===== src/fdr_pkg.sv =====
// package: constants and carrier types of the flash decode and control register block
package fdr_pkg;
  localparam int unsigned ADDR_W = 17;
  localparam int unsigned CTRL_LOCATIONS = 256;
  localparam logic [16:0] CTRL_LO = 17'h00000;
  localparam logic [16:0] CTRL_HI = 17'h000ff;
  localparam logic [16:0] PERIPH_LO = 17'h00200;
  localparam logic [16:0] PERIPH_HI = 17'h00207;
  localparam logic [16:0] WINDOW_HI = 17'h03fff;
  localparam logic [16:0] DMA_HI = 17'h1ffff;
  localparam int unsigned SEG_COUNT = 8;
  localparam int unsigned SEG_SHIFT = 14;
  // register offsets
  localparam logic [7:0] OFS_B_PIN = 8'h01;
  localparam logic [7:0] OFS_B_OUT = 8'h05;
  localparam logic [7:0] OFS_B_DIR = 8'h07;
  localparam logic [7:0] OFS_B_DRV = 8'h09;
  localparam logic [7:0] OFS_B_INC = 8'h0b;
  localparam logic [7:0] OFS_B_OEN = 8'h0d;
  localparam logic [7:0] OFS_C_PIN = 8'h10;
  localparam logic [7:0] OFS_D_PIN = 8'h11;
  localparam logic [7:0] OFS_C_OUT = 8'h12;
  localparam logic [7:0] OFS_D_OUT = 8'h13;
  localparam logic [7:0] OFS_C_DIR = 8'h14;
  localparam logic [7:0] OFS_D_DIR = 8'h15;
  localparam logic [7:0] OFS_C_DRV = 8'h16;
  localparam logic [7:0] OFS_D_DRV = 8'h17;
  localparam logic [7:0] OFS_C_INC = 8'h18;
  localparam logic [7:0] OFS_C_OEN = 8'h1a;
  localparam logic [7:0] OFS_D_OEN = 8'h1b;
  localparam logic [7:0] OFS_CELL_AB = 8'h20;
  localparam logic [7:0] OFS_CELL_BC = 8'h21;
  localparam logic [7:0] OFS_MASK_AB = 8'h22;
  localparam logic [7:0] OFS_MASK_BC = 8'h23;
  localparam logic [7:0] OFS_PWR0 = 8'hb0;
  localparam logic [7:0] OFS_PWR2 = 8'hb4;
  localparam logic [7:0] OFS_PROT = 8'hc0;
  localparam logic [7:0] OFS_SECURE = 8'hc2;
  localparam logic [7:0] OFS_TEST_EN = 8'hc7;
  localparam logic [7:0] OFS_PAGE = 8'he0;
  localparam logic [7:0] REG_RESET = 8'h00;
  localparam logic [2:0] PAGE_RESET = 3'h0;

  // processor bus request, strobes active low
  typedef struct packed {
    logic [16:0] addr;
    logic io_strobe_n;
    logic data_strobe_n;
    logic dma_strobe_n;
    logic rd;
    logic wr;
    logic [7:0] wdata;
  } fdr_bus_t;

  // decoder outputs
  typedef struct packed {
    logic [7:0] flash_segment_select;
    logic ctrl_select;
    logic periph_cs_n;
  } fdr_sel_t;

  // one byte-wide port's pin-facing state
  typedef struct packed {
    logic [7:0] out_level;
    logic [7:0] direction;
    logic [7:0] drive_select;
  } fdr_port_t;
endpackage : fdr_pkg


===== src/fdr_decode_regs.sv =====
// module: address decoder and runtime control register block
`timescale 1ns/100ps
// Operation
// - decode 256-location control block in I/O space
// - byte DMA sees flash as 128K range
// - overlay window pages eight 16K pages
// - control select for 0000-00FF, I/O only
// - DMA segment n covers n*4000h upward
// - overlay segment n when page equals n
// - peripheral select low for 0200-0207
// - 27 byte registers at fixed offsets
// - all writable registers clear on reset; status registers read live inputs
// - pin-level registers read live pins, read-only
// - output registers stored and read back
// - direction bit 1 means output
// - drive-select registers writable and readable
// - input cell and enable status read-only
// - output cells read state, write loads
// - mask bit 1 blocks cell access
// - sector protection status read-only
// - security status read-only
// - test-port enable writable and readable
// - power and page registers read/write
module fdr_decode_regs (
  input wire logic clk,
  input wire logic rst_n,
  input fdr_pkg::fdr_bus_t bus,
  input wire logic [7:0] port_b_pins,
  input wire logic [7:0] port_c_pins,
  input wire logic [7:0] port_d_pins,
  input wire logic [7:0] port_b_input_cell,
  input wire logic [7:0] port_c_input_cell,
  input wire logic [7:0] port_b_oe_state,
  input wire logic [7:0] port_c_oe_state,
  input wire logic [7:0] port_d_oe_state,
  input wire logic [7:0] output_cell_ab_state,
  input wire logic [7:0] output_cell_bc_state,
  input wire logic [7:0] sector_protect_in,
  input wire logic secure_in,
  output fdr_pkg::fdr_sel_t sel,
  output logic [7:0] rdata,
  output fdr_pkg::fdr_port_t port_b,
  output fdr_pkg::fdr_port_t port_c,
  output fdr_pkg::fdr_port_t port_d,
  output logic [7:0] output_cell_ab_load,
  output logic [7:0] output_cell_bc_load,
  output logic [7:0] output_cell_ab_load_en,
  output logic [7:0] output_cell_bc_load_en,
  output logic [7:0] power_cfg_0,
  output logic [7:0] power_cfg_2,
  output logic test_port_enable,
  output logic [2:0] overlay_page
);
  import fdr_pkg::*;

  ////////////////////////////////////////////////////////////////////////////
  // reset release
  logic rst_meta_q;
  logic rst_sync_q;
  always_ff @(posedge clk or negedge rst_n) begin
    if (!rst_n) begin
      rst_meta_q <= 1'b0;
      rst_sync_q <= 1'b0;
    end else begin
      rst_meta_q <= 1'b1;
      rst_sync_q <= rst_meta_q;
    end
  end

  ////////////////////////////////////////////////////////////////////////////
  // decode
  function automatic logic in_range(input logic [16:0] a, input logic [16:0] lo, input logic [16:0] hi);
    in_range = (a >= lo) && (a <= hi);
  endfunction : in_range

  logic io_only;
  logic dma_only;
  logic data_only;
  logic ctrl_hit;
  logic [2:0] page_q;
  fdr_sel_t sel_d;
  fdr_sel_t sel_q;

  assign io_only = !bus.io_strobe_n && bus.data_strobe_n && bus.dma_strobe_n;
  assign dma_only = bus.io_strobe_n && bus.data_strobe_n && !bus.dma_strobe_n;
  assign data_only = bus.io_strobe_n && !bus.data_strobe_n && bus.dma_strobe_n;
  assign ctrl_hit = io_only && in_range(bus.addr, CTRL_LO, CTRL_HI);

  generate
    for (genvar n = 0; n < SEG_COUNT; n++) begin : g_seg
      localparam logic [16:0] SEG_LO = 17'(n << SEG_SHIFT);
      localparam logic [16:0] SEG_HI = 17'(((n + 1) << SEG_SHIFT) - 1);
      assign sel_d.flash_segment_select[n] =
        (dma_only && in_range(bus.addr, SEG_LO, SEG_HI)) ||
        (data_only && (page_q == 3'(n)) && in_range(bus.addr, CTRL_LO, WINDOW_HI));
    end
  endgenerate

  assign sel_d.ctrl_select = ctrl_hit;
  assign sel_d.periph_cs_n = !(io_only && in_range(bus.addr, PERIPH_LO, PERIPH_HI));

  // registered outputs: selects appear one clock after the address
  always_ff @(posedge clk or negedge rst_sync_q) begin
    if (!rst_sync_q) begin
      sel_q <= '{flash_segment_select: 8'h00, ctrl_select: 1'b0, periph_cs_n: 1'b1};
    end else begin
      sel_q <= sel_d;
    end
  end
  assign sel = sel_q;

  ////////////////////////////////////////////////////////////////////////////
  // register writes
  logic wr_en;
  logic [7:0] ofs;
  fdr_port_t pb_q;
  fdr_port_t pc_q;
  fdr_port_t pd_q;
  logic [7:0] cell_ab_q;
  logic [7:0] cell_bc_q;
  logic [7:0] cell_ab_en_q;
  logic [7:0] cell_bc_en_q;
  logic [7:0] mask_ab_q;
  logic [7:0] mask_bc_q;
  logic [7:0] pwr0_q;
  logic [7:0] pwr2_q;
  logic test_en_q;

  // only the low address byte selects the register
  assign ofs = bus.addr[7:0];
  assign wr_en = ctrl_hit && bus.wr;

  // read-only and unused offsets get no strobe, so such writes drop
  function automatic logic wr_hit(input logic en, input logic [7:0] loc, input logic [7:0] target);
    wr_hit = en && (loc == target);
  endfunction : wr_hit

  logic wr_b_out;
  logic wr_b_dir;
  logic wr_b_drv;
  logic wr_c_out;
  logic wr_c_dir;
  logic wr_c_drv;
  logic wr_d_out;
  logic wr_d_dir;
  logic wr_d_drv;
  logic wr_cell_ab;
  logic wr_cell_bc;
  logic wr_mask_ab;
  logic wr_mask_bc;
  logic wr_pwr0;
  logic wr_pwr2;
  logic wr_test_en;
  logic wr_page;

  assign wr_b_out = wr_hit(wr_en, ofs, OFS_B_OUT);
  assign wr_b_dir = wr_hit(wr_en, ofs, OFS_B_DIR);
  assign wr_b_drv = wr_hit(wr_en, ofs, OFS_B_DRV);
  assign wr_c_out = wr_hit(wr_en, ofs, OFS_C_OUT);
  assign wr_c_dir = wr_hit(wr_en, ofs, OFS_C_DIR);
  assign wr_c_drv = wr_hit(wr_en, ofs, OFS_C_DRV);
  assign wr_d_out = wr_hit(wr_en, ofs, OFS_D_OUT);
  assign wr_d_dir = wr_hit(wr_en, ofs, OFS_D_DIR);
  assign wr_d_drv = wr_hit(wr_en, ofs, OFS_D_DRV);

  assign wr_cell_ab = wr_hit(wr_en, ofs, OFS_CELL_AB);
  assign wr_cell_bc = wr_hit(wr_en, ofs, OFS_CELL_BC);
  assign wr_mask_ab = wr_hit(wr_en, ofs, OFS_MASK_AB);
  assign wr_mask_bc = wr_hit(wr_en, ofs, OFS_MASK_BC);

  assign wr_pwr0 = wr_hit(wr_en, ofs, OFS_PWR0);
  assign wr_pwr2 = wr_hit(wr_en, ofs, OFS_PWR2);
  assign wr_test_en = wr_hit(wr_en, ofs, OFS_TEST_EN);
  assign wr_page = wr_hit(wr_en, ofs, OFS_PAGE);

  always_ff @(posedge clk or negedge rst_sync_q) begin
    if (!rst_sync_q) begin
      pb_q <= '{REG_RESET, REG_RESET, REG_RESET};
    end else begin
      if (wr_b_out) begin
        pb_q.out_level <= bus.wdata;
      end
      if (wr_b_dir) begin
        pb_q.direction <= bus.wdata;
      end
      if (wr_b_drv) begin
        pb_q.drive_select <= bus.wdata;
      end
    end
  end

  always_ff @(posedge clk or negedge rst_sync_q) begin
    if (!rst_sync_q) begin
      pc_q <= '{REG_RESET, REG_RESET, REG_RESET};
    end else begin
      if (wr_c_out) begin
        pc_q.out_level <= bus.wdata;
      end
      if (wr_c_dir) begin
        pc_q.direction <= bus.wdata;
      end
      if (wr_c_drv) begin
        pc_q.drive_select <= bus.wdata;
      end
    end
  end

  always_ff @(posedge clk or negedge rst_sync_q) begin
    if (!rst_sync_q) begin
      pd_q <= '{REG_RESET, REG_RESET, REG_RESET};
    end else begin
      if (wr_d_out) begin
        pd_q.out_level <= bus.wdata;
      end
      if (wr_d_dir) begin
        pd_q.direction <= bus.wdata;
      end
      if (wr_d_drv) begin
        pd_q.drive_select <= bus.wdata;
      end
    end
  end

  // bank ab: masked bits keep their value, so a partial load is safe
  always_ff @(posedge clk or negedge rst_sync_q) begin
    if (!rst_sync_q) begin
      cell_ab_q <= REG_RESET;
      cell_ab_en_q <= REG_RESET;
    end else begin
      cell_ab_en_q <= wr_cell_ab ? ~mask_ab_q : 8'h00;
      if (wr_cell_ab) begin
        cell_ab_q <= (bus.wdata & ~mask_ab_q) | (cell_ab_q & mask_ab_q);
      end
    end
  end

  // bank bc load, strobe per unmasked bit
  always_ff @(posedge clk or negedge rst_sync_q) begin
    if (!rst_sync_q) begin
      cell_bc_q <= REG_RESET;
      cell_bc_en_q <= REG_RESET;
    end else begin
      cell_bc_en_q <= wr_cell_bc ? ~mask_bc_q : 8'h00;
      if (wr_cell_bc) begin
        cell_bc_q <= (bus.wdata & ~mask_bc_q) | (cell_bc_q & mask_bc_q);
      end
    end
  end

  always_ff @(posedge clk or negedge rst_sync_q) begin
    if (!rst_sync_q) begin
      mask_ab_q <= REG_RESET;
      mask_bc_q <= REG_RESET;
    end else begin
      if (wr_mask_ab) begin
        mask_ab_q <= bus.wdata;
      end
      if (wr_mask_bc) begin
        mask_bc_q <= bus.wdata;
      end
    end
  end

  always_ff @(posedge clk or negedge rst_sync_q) begin
    if (!rst_sync_q) begin
      pwr0_q <= REG_RESET;
      pwr2_q <= REG_RESET;
    end else begin
      if (wr_pwr0) begin
        pwr0_q <= bus.wdata;
      end
      if (wr_pwr2) begin
        pwr2_q <= bus.wdata;
      end
    end
  end

  // test-port pin enable, bit 0 only
  always_ff @(posedge clk or negedge rst_sync_q) begin
    if (!rst_sync_q) begin
      test_en_q <= 1'b0;
    end else if (wr_test_en) begin
      test_en_q <= bus.wdata[0];
    end
  end

  // page, three bits feed the overlay decoder
  always_ff @(posedge clk or negedge rst_sync_q) begin
    if (!rst_sync_q) begin
      page_q <= PAGE_RESET;
    end else if (wr_page) begin
      page_q <= bus.wdata[2:0];
    end
  end

  ////////////////////////////////////////////////////////////////////////////
  // read-back
  logic [7:0] rdata_d;
  logic [7:0] rdata_q;
  always_comb begin
    rdata_d = 8'h00;
    case (ofs)
      OFS_B_PIN: rdata_d = port_b_pins;
      OFS_C_PIN: rdata_d = port_c_pins;
      OFS_D_PIN: rdata_d = port_d_pins;
      OFS_B_OUT: rdata_d = pb_q.out_level;
      OFS_C_OUT: rdata_d = pc_q.out_level;
      OFS_D_OUT: rdata_d = pd_q.out_level;
      OFS_B_DIR: rdata_d = pb_q.direction;
      OFS_C_DIR: rdata_d = pc_q.direction;
      OFS_D_DIR: rdata_d = pd_q.direction;
      OFS_B_DRV: rdata_d = pb_q.drive_select;
      OFS_C_DRV: rdata_d = pc_q.drive_select;
      OFS_D_DRV: rdata_d = pd_q.drive_select;
      OFS_B_INC: rdata_d = port_b_input_cell;
      OFS_C_INC: rdata_d = port_c_input_cell;
      OFS_B_OEN: rdata_d = port_b_oe_state;
      OFS_C_OEN: rdata_d = port_c_oe_state;
      OFS_D_OEN: rdata_d = port_d_oe_state;
      // masked cells read as zero
      OFS_CELL_AB: rdata_d = output_cell_ab_state & ~mask_ab_q;
      OFS_CELL_BC: rdata_d = output_cell_bc_state & ~mask_bc_q;
      OFS_MASK_AB: rdata_d = mask_ab_q;
      OFS_MASK_BC: rdata_d = mask_bc_q;
      OFS_PWR0: rdata_d = pwr0_q;
      OFS_PWR2: rdata_d = pwr2_q;
      OFS_PROT: rdata_d = sector_protect_in;
      OFS_SECURE: rdata_d = {7'h00, secure_in};
      OFS_TEST_EN: rdata_d = {7'h00, test_en_q};
      OFS_PAGE: rdata_d = {5'h00, page_q};
      default: rdata_d = 8'h00;
    endcase
  end

  // data held until the next control-block read
  always_ff @(posedge clk or negedge rst_sync_q) begin
    if (!rst_sync_q) begin
      rdata_q <= REG_RESET;
    end else if (ctrl_hit && bus.rd) begin
      rdata_q <= rdata_d;
    end
  end

  assign rdata = rdata_q;
  assign port_b = pb_q;
  assign port_c = pc_q;
  assign port_d = pd_q;
  assign output_cell_ab_load = cell_ab_q;
  assign output_cell_bc_load = cell_bc_q;
  assign output_cell_ab_load_en = cell_ab_en_q;
  assign output_cell_bc_load_en = cell_bc_en_q;
  assign power_cfg_0 = pwr0_q;
  assign power_cfg_2 = pwr2_q;
  assign test_port_enable = test_en_q;
  assign overlay_page = page_q;
endmodule : fdr_decode_regs


===== config.mk =====
export PLATFORM = sky130hd
export DESIGN_NAME = fdr_decode_regs
export DESIGN_NICKNAME = d
export VERILOG_FILES = /design/src/fdr_pkg.sv /design/src/fdr_decode_regs.sv
export SDC_FILE = /design/constraint.sdc
export NUM_CORES = 1
export LEC_CHECK = 0
export BUFFER_PORTS_ARGS = -buffer_cell sky130_fd_sc_hd__buf_2
export CORE_ASPECT_RATIO = 1.2
export CORE_UTILIZATION = 56
export DETAILED_ROUTE_END_ITERATION = 6
export GPL_TIMING_DRIVEN = 0
export PLACE_DENSITY = 0.95
export SYNTH_ARGS = -nofsm -noshare
export SYNTH_HDL_FRONTEND = slang
export SYNTH_SLANG_ARGS = --single-unit
export TNS_END_PERCENT = 30

===== constraint.sdc =====
create_clock -name clk -period 14.57 [get_ports clk]
set_input_delay 0 -clock clk [delete_from_list [all_inputs] [get_ports clk]]
set_output_delay 0 -clock clk [all_outputs]
set_load 0.005 [all_outputs]

Yosys cells after proc, flatten, opt, wreduce, memory -nomap -nowiden
Index checks and enable logic that the tools add are counted.

storage, ports and cells
  flip-flop bits (word level) = 160
  word-level logic and storage cells = 165

cells by class
  $lt $le $gt $ge = 19
  eq/ne operators = 34
  multiplexer cells = 3
  bitwise operators = 10
  reductions and logical operators = 74

operator list
  operator                count
  $pmux W8 S27            1
  $eq A8 B5 Y1 const B    11
  $ge A17 B17 Y1 const B  4
  $le A17 B17 Y1 const B  4
  $logic_and A1 B1 Y1     61
  $and A8 B8 Y8           6
  $eq A8 B8 Y1 const B    6
  $ge A17 B16 Y1 const B  2
  $le A17 B16 Y1 const B  2
  $eq A8 B6 Y1 const B    4
  $eq A8 B4 Y1 const B    3
  $ge A17 B1 Y1 const B   1
  $ge A17 B10 Y1 const B  1
  $ge A17 B15 Y1 const B  1
  $le A17 B10 Y1 const B  1
  $le A17 B14 Y1 const B  1
  $le A17 B15 Y1 const B  1
  $le A17 B8 Y1 const B   1
  $eq A8 B3 Y1 const B    2
  $mux W8                 2
  $not A8 Y8              2
  $or A8 B8 Y8            2
  $eq A3 B3 Y1 const B    4
  $eq A8 B1 Y1 const B    1
  other kinds (5)         16

Depth between registers and ports, before layout
Gate-level depths: netlist of run 1.

  depth in word-level cells = 7
  mapped depth = 9

Worst setup path after synthesis of run 1
OpenSTA, ideal clock, no wires.

  path kind = input-to-reg
  start point = input bus[29] (netlist name)
  end point = register with a tool-made name
  data arrival time = 1.478 ns
  required time = 14.442 ns
  slack = 12.964 ns
  stages = 8
  cells stage by stage = clkbuf_1 -> nor3_2 -> nand4_1 -> nor2_4 -> nand3_4 -> buf_6 -> nor3_4 -> mux2_1

RTL lines
  element             line                   RTL
  start: declaration  fdr_decode_regs.sv:27  input fdr_pkg::fdr_bus_t bus,

==> results of run 1 <==
-- area by class of cell --
| cell class | count | area (µm²) | share of cell area, % |
|---|---|---|---|
| Tap cell | 204 | 255 | 2.29 |
| Inverter | 16 | 60.1 | 0.538 |
| Buffer | 51 | 314 | 2.81 |
| Clock inverter | 12 | 120 | 1.08 |
| Clock buffer | 20 | 467 | 4.18 |
| Multi-Input combinational cell | 490 | 4320 | 38.7 |
| Sequential cell | 160 | 4010 | 35.9 |
| Timing Repair Buffer | 288 | 1610 | 14.4 |
-- routing by layer --
layer	GRT usage (%)	vias up	part of all wire [%]
met3	8.87	191	10
li1	-	3370	-
met4	31.6	0	8.0
met5	0	-	0
met2	67.3	718	46
met1	52.3	4065	35
-- worst paths after layout --
check | end | start | cells past startpoint
max | sel[0] | bus[18] | 6
min | sel[4] | bus[12] | 3
max reg2reg | sel[2] | overlay_page[0] | 3
min reg2reg | port_b[18] | rst_sync_q | 0
max in group asynchronous | sel[0] | rst_sync_q | 1
min in group asynchronous | port_b[18] | rst_sync_q | 0
-- logic make-up after synthesis --
logic type / after synthesis / synth area share (%)
simple gates: 200 / 18.0
flops: 160 / 46.0
mux: 150 / 19.2
compound gates: 139 / 12.4
buf+inv: 67 / 4.30
other cells: 1 / 0.0431
-- metrics by stage --
stage / power [mW] / area [µm²] / setup slack (ns) / hold WS [ns] / utilization, %
3_3_place_gp: 0.541 / 10300 / 8.32 / -0.215 / 68.0
4_1_cts: 0.990 / 11200 / 12.23 / 0.00178 / 74.0
5_1_grt: 1.01 / 11200 / 12.19 / 0.0287 / 74.0
3_5_place_dp: 0.544 / 10300 / 12.18 / -0.212 / 68.4
6_report: 0.996 / 11200 / 12.22 / 0.0278 / 74.0
2_1_floorplan: 0.497 / 8700 / 9.78 / -0.296 / -
-- where the power goes --
part | switching, mW | internal, mW
Combinational | 0.0637 | 0.0342
Clock | 0.199 | 0.253
Sequential | 0.00138 | 0.445
-- Yosys cell counts, types with 6 or more instances --
| cell | count | area, µm² |
|---|---|---|
| nor3_2 | 7 | 70.1 |
| mux2i_1 | 13 | 130 |
| nand2_1 | 35 | 131 |
| a211oi_1 | 6 | 45.0 |
| o32ai_1 | 8 | 70.1 |
| buf_4 | 6 | 45.0 |
| and3_1 | 10 | 62.6 |
| nor2_1 | 12 | 45.0 |
| buf_6 | 8 | 90.1 |
| o22ai_1 | 10 | 62.6 |
| nand4_1 | 13 | 81.3 |
| a31oi_1 | 6 | 37.5 |
| nand3_1 | 22 | 110 |
| nor3_1 | 7 | 35.0 |
| a32oi_1 | 8 | 70.1 |
| nor2b_1 | 12 | 75.1 |
| inv_1 | 15 | 56.3 |
| buf_2 | 22 | 110 |
| o21ai_0 | 11 | 55.1 |
| a22oi_1 | 23 | 173 |
| mux2_1 | 56 | 631 |
| a22o_1 | 14 | 123 |
| dfrtp_1 | 159 | 3980 |
| a21oi_1 | 19 | 95.1 |
| a32o_1 | 6 | 60.1 |
| nand3_4 | 7 | 123 |
| clkbuf_1 | 13 | 48.8 |
| nor3_4 | 11 | 179 |
| mux2_2 | 81 | 912 |
-- state kept, by name, indices dropped and copies added (netlist names), named ones only --
signal                  cells
rst_meta_q                  1
power_cfg_2                 8
overlay_page                3
rst_sync_q                  1
mask_bc_q                   8
output_cell_bc_load_en      8
power_cfg_0                 8
sel                        10
mask_ab_q                   8
port_d                     24
test_port_enable            1
port_b                     24
rdata                       8
output_cell_ab_load_en      8
port_c                     24
-- worst max-delay path, stage by stage --
cell and delay [ns]:
dlygate4sd3_1 0.56, buf_2 0.13, or4_4 0.48, dlygate4sd3_1 0.59, or4_1 0.39, dlygate4sd3_1 0.57
-- timing repair --
| item | 4_1_cts | 5_1_grt |
|---|---|---|
| endpoints found under the hold margin | 59 | 0 |
| setup endpoints to repair | 0 | 0 |
| setup buffers | 0 | 0 |
| hold buffers | 25 | 0 |
==> impl_metrics.tcl, run 1 <==
set metrics [dict create \
    status "completed" \
    coreArea_um2 15100 \
    drc 0 \
    drt_iter0_drc 1154 \
    grt-ovfl-total 0 \
    cts_inserted_buffers 17 \
    cts_tree "yes" \
    num_antenna_cells 0 \
    grt_max_degree 77 \
    worst_pin_slew_ns 0.842 \
    fp.dieArea_um2 16000 \
    synth_nets 838 \
    hp-class "in -> reg" \
    clock-sinks 160 \
    ys_ff_latch 160 \
    dp_hpwl_mm 24.7 \
    worstSkewPairLatency_ns 0.45 \
    yosys_warnings 0 \
    end_kind "flop" \
    synth-seq-area-share_pct 46.0 \
    finalClockSkew_ns 0.00856 \
    clockRootBuffer "clkbuf_16" \
    via_count 8344 \
    start_util_pct 57.7 \
    clkTransAtPathRegs_ns 0.06 \
    io_pins 263 \
    synth_cell_types 81 \
    fill_cells 1043 \
    die_w_um 116 \
    finalNetCount 1145 \
    powerDensity_nw_per_um2 89.3 \
    critPathLaunchType "primary input" \
    relSlewSlack_pct 43.4 \
    clockBufferDepth 2 \
    drv_slew 0 \
    max_cap_violations 0 \
    via_per_inst 6.72 \
    ctsHtreeMaxLevel 4 \
    grt_pass1_vias 8293 \
    area_delta_synth_final_pct 28.2 \
    async_reset_ff_share_pct 100 \
    antenna_found_initial 0 \
    routed_wl_mm 33.9 \
    rows 49 \
    drive_above_1_share_pct 45.9 \
    postCtsResizedCells 0 \
    syn_area_per_cell_um2 12.1 \
    instances_no_fill 1241 \
    layout_common_cells "283 x buf_2, 158 x dfrtp_1, 81 x mux2_2, 56 x mux2_1, 35 x nand2_1" \
    drt-wirelength-per-cell_um 27.3 \
    synth-edff-count 0 \
    p_leak_nw 5.64 \
    track_usage_pct 43.1 \
    finalSetupViolations 0 \
    syn_inst 717 \
    setup_tns_ns 0 \
    rsz0062_at_grt "no" \
    synthFlopType "dfrtp_1" \
    gp_congestion 1.02 \
    io_buffer_count 261 \
    cp_max_fo 5 \
    critPathKind "in -> reg" \
    fmax_mhz 425 \
    die_height_um 139 \
    dp.cells 1184 \
    grt_pass1_wl_mm 49.7 \
    post-route-period-util_pct 16.2 \
    layout_min_cycle_time_ns 2.36 \
    ir_drop_mv 0.0595 \
    ant_nets 0 \
    syn_area_um2 8700 \
    critPathRequiredTime_ns 14.94 \
    drt_first_pass_iters 6 \
    hold_viol_final 0 \
    final_common_cell "buf_2" \
    r2r_setup_slack_ns 12.55 \
    cp_data_arrival_time_ns 2.72 \
]
Note: power is estimated with default switching activity, not from simulation.
==> run 2, diff against run 1 <==
- CORE_UTILIZATION: 56 -> 52
- PLACE_DENSITY: 0.95 -> 0.9
- clock period: 14.57 -> 2.2 ns (I/O delays scaled with it)
==> impl_metrics.tcl, run 2 (same netlist as run 1, synthesis figures left out) <==
set metrics [dict create \
    status "finished with violations" \
    violations "setup timing" \
    dp.cells 1192 \
    rows 51 \
    die_height_um 144 \
    track_usage_pct 39.4 \
    drt-wirelength-per-cell_um 26.7 \
    critPathKind "in -> reg" \
    finalClockSkew_ns 0.00995 \
    p_clk_share_pct 44.9 \
    fmax_mhz 443 \
    ctsHtreeMaxLevel 4 \
    clkTransAtPathRegs_ns 0.06 \
    layout_common_cells "283 x buf_2, 158 x dfrtp_1, 81 x mux2_2, 56 x mux2_1, 35 x nand2_1" \
    clockBufferDepth 2 \
    via_count 8229 \
    antenna_found_initial 0 \
    critPathRequiredTime_ns 2.52 \
    crit_path_max_incr_delay_ns 0.55 \
    ir_drop_mv 0.449 \
    grt_pass1_vias 8207 \
    start_util_pct 53.5 \
    drt_first_pass_iters 6 \
    critPathSlowestCell "dlygate4sd3_1" \
    fp.dieArea_um2 17300 \
    grtUsageMet3_pct 9.09 \
    critPathLaunchType "primary input" \
    met2_usage_pct 62.7 \
    end_kind "flop" \
    relSlewSlack_pct 44.3 \
    clockRootBuffer "clkbuf_16" \
    drc 0 \
    path_cells "dlygate4sd3_1, buf_2, buf_2, nor2b_1, buf_2, a22oi_1, o21ai_0, nor4_1, nand4_1, a22o_1" \
    hold_viol_final 0 \
    hold_depth 3 \
    via_per_inst 6.56 \
    regArea_um2 4010 \
    cp_max_fo 10 \
    final_common_cell "buf_2" \
    max_cap_violations 0 \
    coreArea_um2 16300 \
    cts_tree "yes" \
    reg2reg_depth 5 \
    finalNetCount 1150 \
    rsz0062_at_grt "yes" \
    crit_buf_inv 4 \
    busiest_layer "met2" \
    dp_hpwl_mm 24.7 \
    grt-ovfl-total 0 \
    fill_cells 1265 \
    worstSkewPairLatency_ns 0.44 \
    hp-class "in -> reg" \
    gp_congestion 1.01 \
    gr-usage-met1_pct 48.3 \
    setup_tns_ns -0.0559 \
    area_delta_synth_final_pct 28.7 \
    io_pins 263 \
    seqPwrFrac_pct 45.2 \
    netSwitchingPower_mw 1.72 \
    layout_min_cycle_time_ns 2.26 \
    routed_wl_mm 33.5 \
    combPwrFrac_pct 9.9 \
    crit_cells 10 \
    drive_above_1_share_pct 46.3 \
    ant_nets 0 \
    fin_ws_ns -0.0559 \
    cp_data_arrival_time_ns 2.58 \
    post-route-period-util_pct 103 \
    swShare_pct 26.3 \
    instances_no_fill 1254 \
    internal-power_mw 4.82 \
    drv_slew 0 \
    die_w_um 120 \
    grt_pass1_wl_mm 49.1 \
    clock-sinks 160 \
    io_buffer_count 261 \
    finalSetupViolations 1 \
    crit_family "buffers and inverters" \
    multi_input_area_um2 4330 \
    num_antenna_cells 0 \
    grt_max_degree 71 \
    p_leak_nw 5.65 \
    worst_pin_slew_ns 0.836 \
    cpMostUsedCell "buf_2" \
    drt_iter0_drc 1073 \
    cts_inserted_buffers 17 \
    powerDensity_nw_per_um2 584 \
]
-- run 2: changes by cell type in the layout (fill, tap and decap cells not counted), sizes merged --
cell	change
buf	+6
inv	-1
clkinvlp	+3
dlygate4sd3	-1
clkinv	-2
-- run 2: worst paths after layout --
check,start,endpoint,slack (ns)
min,bus[12],sel[9],0.02
max in group asynchronous,rst_sync_q,sel[0],1.23
min reg2reg,rst_sync_q,port_d[8],0.25
min in group asynchronous,rst_sync_q,port_d[8],0.25
max,bus[18],rdata[0],-0.06
max reg2reg,mask_ab_q[0],rdata[0],0.23
-- run 2: stage by stage --
| stage | utilization (%) | setup slack, ns | hold WS [ns] | total power [mW] | cell area [µm²] |
|---|---|---|---|---|---|
| global placement | 63.2 | -0.170 | -0.215 | 3.59 | 10300 |
| CTS | 68.5 | 0.0349 | 0.00787 | 6.52 | 11200 |
| global route | 68.8 | -0.0132 | 0.0141 | 6.71 | 11200 |
| floorplan | - | 0.537 | -0.296 | 3.29 | 8700 |
| detailed placement | 63.5 | -0.172 | -0.212 | 3.60 | 10300 |
| finish | 68.8 | -0.0559 | 0.0178 | 6.54 | 11200 |
-- run 2: repair_timing --
item,4_1_cts,5_1_grt
hold buffers,24,0
endpoints found under the hold margin,60,0
endpoints found under the setup margin,0,17
buffers inserted,0,6
gates resized for setup,0,1
-- run 2: layer usage --
metal,up-vias,part of all wire [%],wire (µm)
li1,3384,-,-
met3,142,9.5,3190
met2,644,47,15900
met1,4059,37,12300
met4,0,6.2,2090
met5,-,0,0
-- run 2: power by group through the flow --
| stage | combinational [mW] | clock, mW | sequential, mW |
|---|---|---|---|
| floorplan | 0.247 | 0 | 3.04 |
| global placement | 0.530 | 0 | 3.06 |
| detailed placement | 0.592 | 0 | 3.01 |
| CTS | 0.624 | 2.93 | 2.96 |
| global route | 0.671 | 3.08 | 2.96 |
| finish | 0.645 | 2.94 | 2.96 |
-- run 2: cell type report --
| class | instances | area share, % |
|---|---|---|
| plain buffers | 51 | 2.80 |
| clock buffers | 20 | 4.08 |
| clock inverters | 12 | 1.09 |
| inverters | 16 | 0.536 |
| multi-input cells | 490 | 38.6 |
| flip-flops and latches | 160 | 35.8 |
| well taps | 212 | 2.37 |
| repair buffers | 293 | 14.7 |
-- run 2: worst min-delay path, stage by stage --
cell      delay, ns
buf_2          0.14
nand4b_1       0.17
o22ai_1        0.09
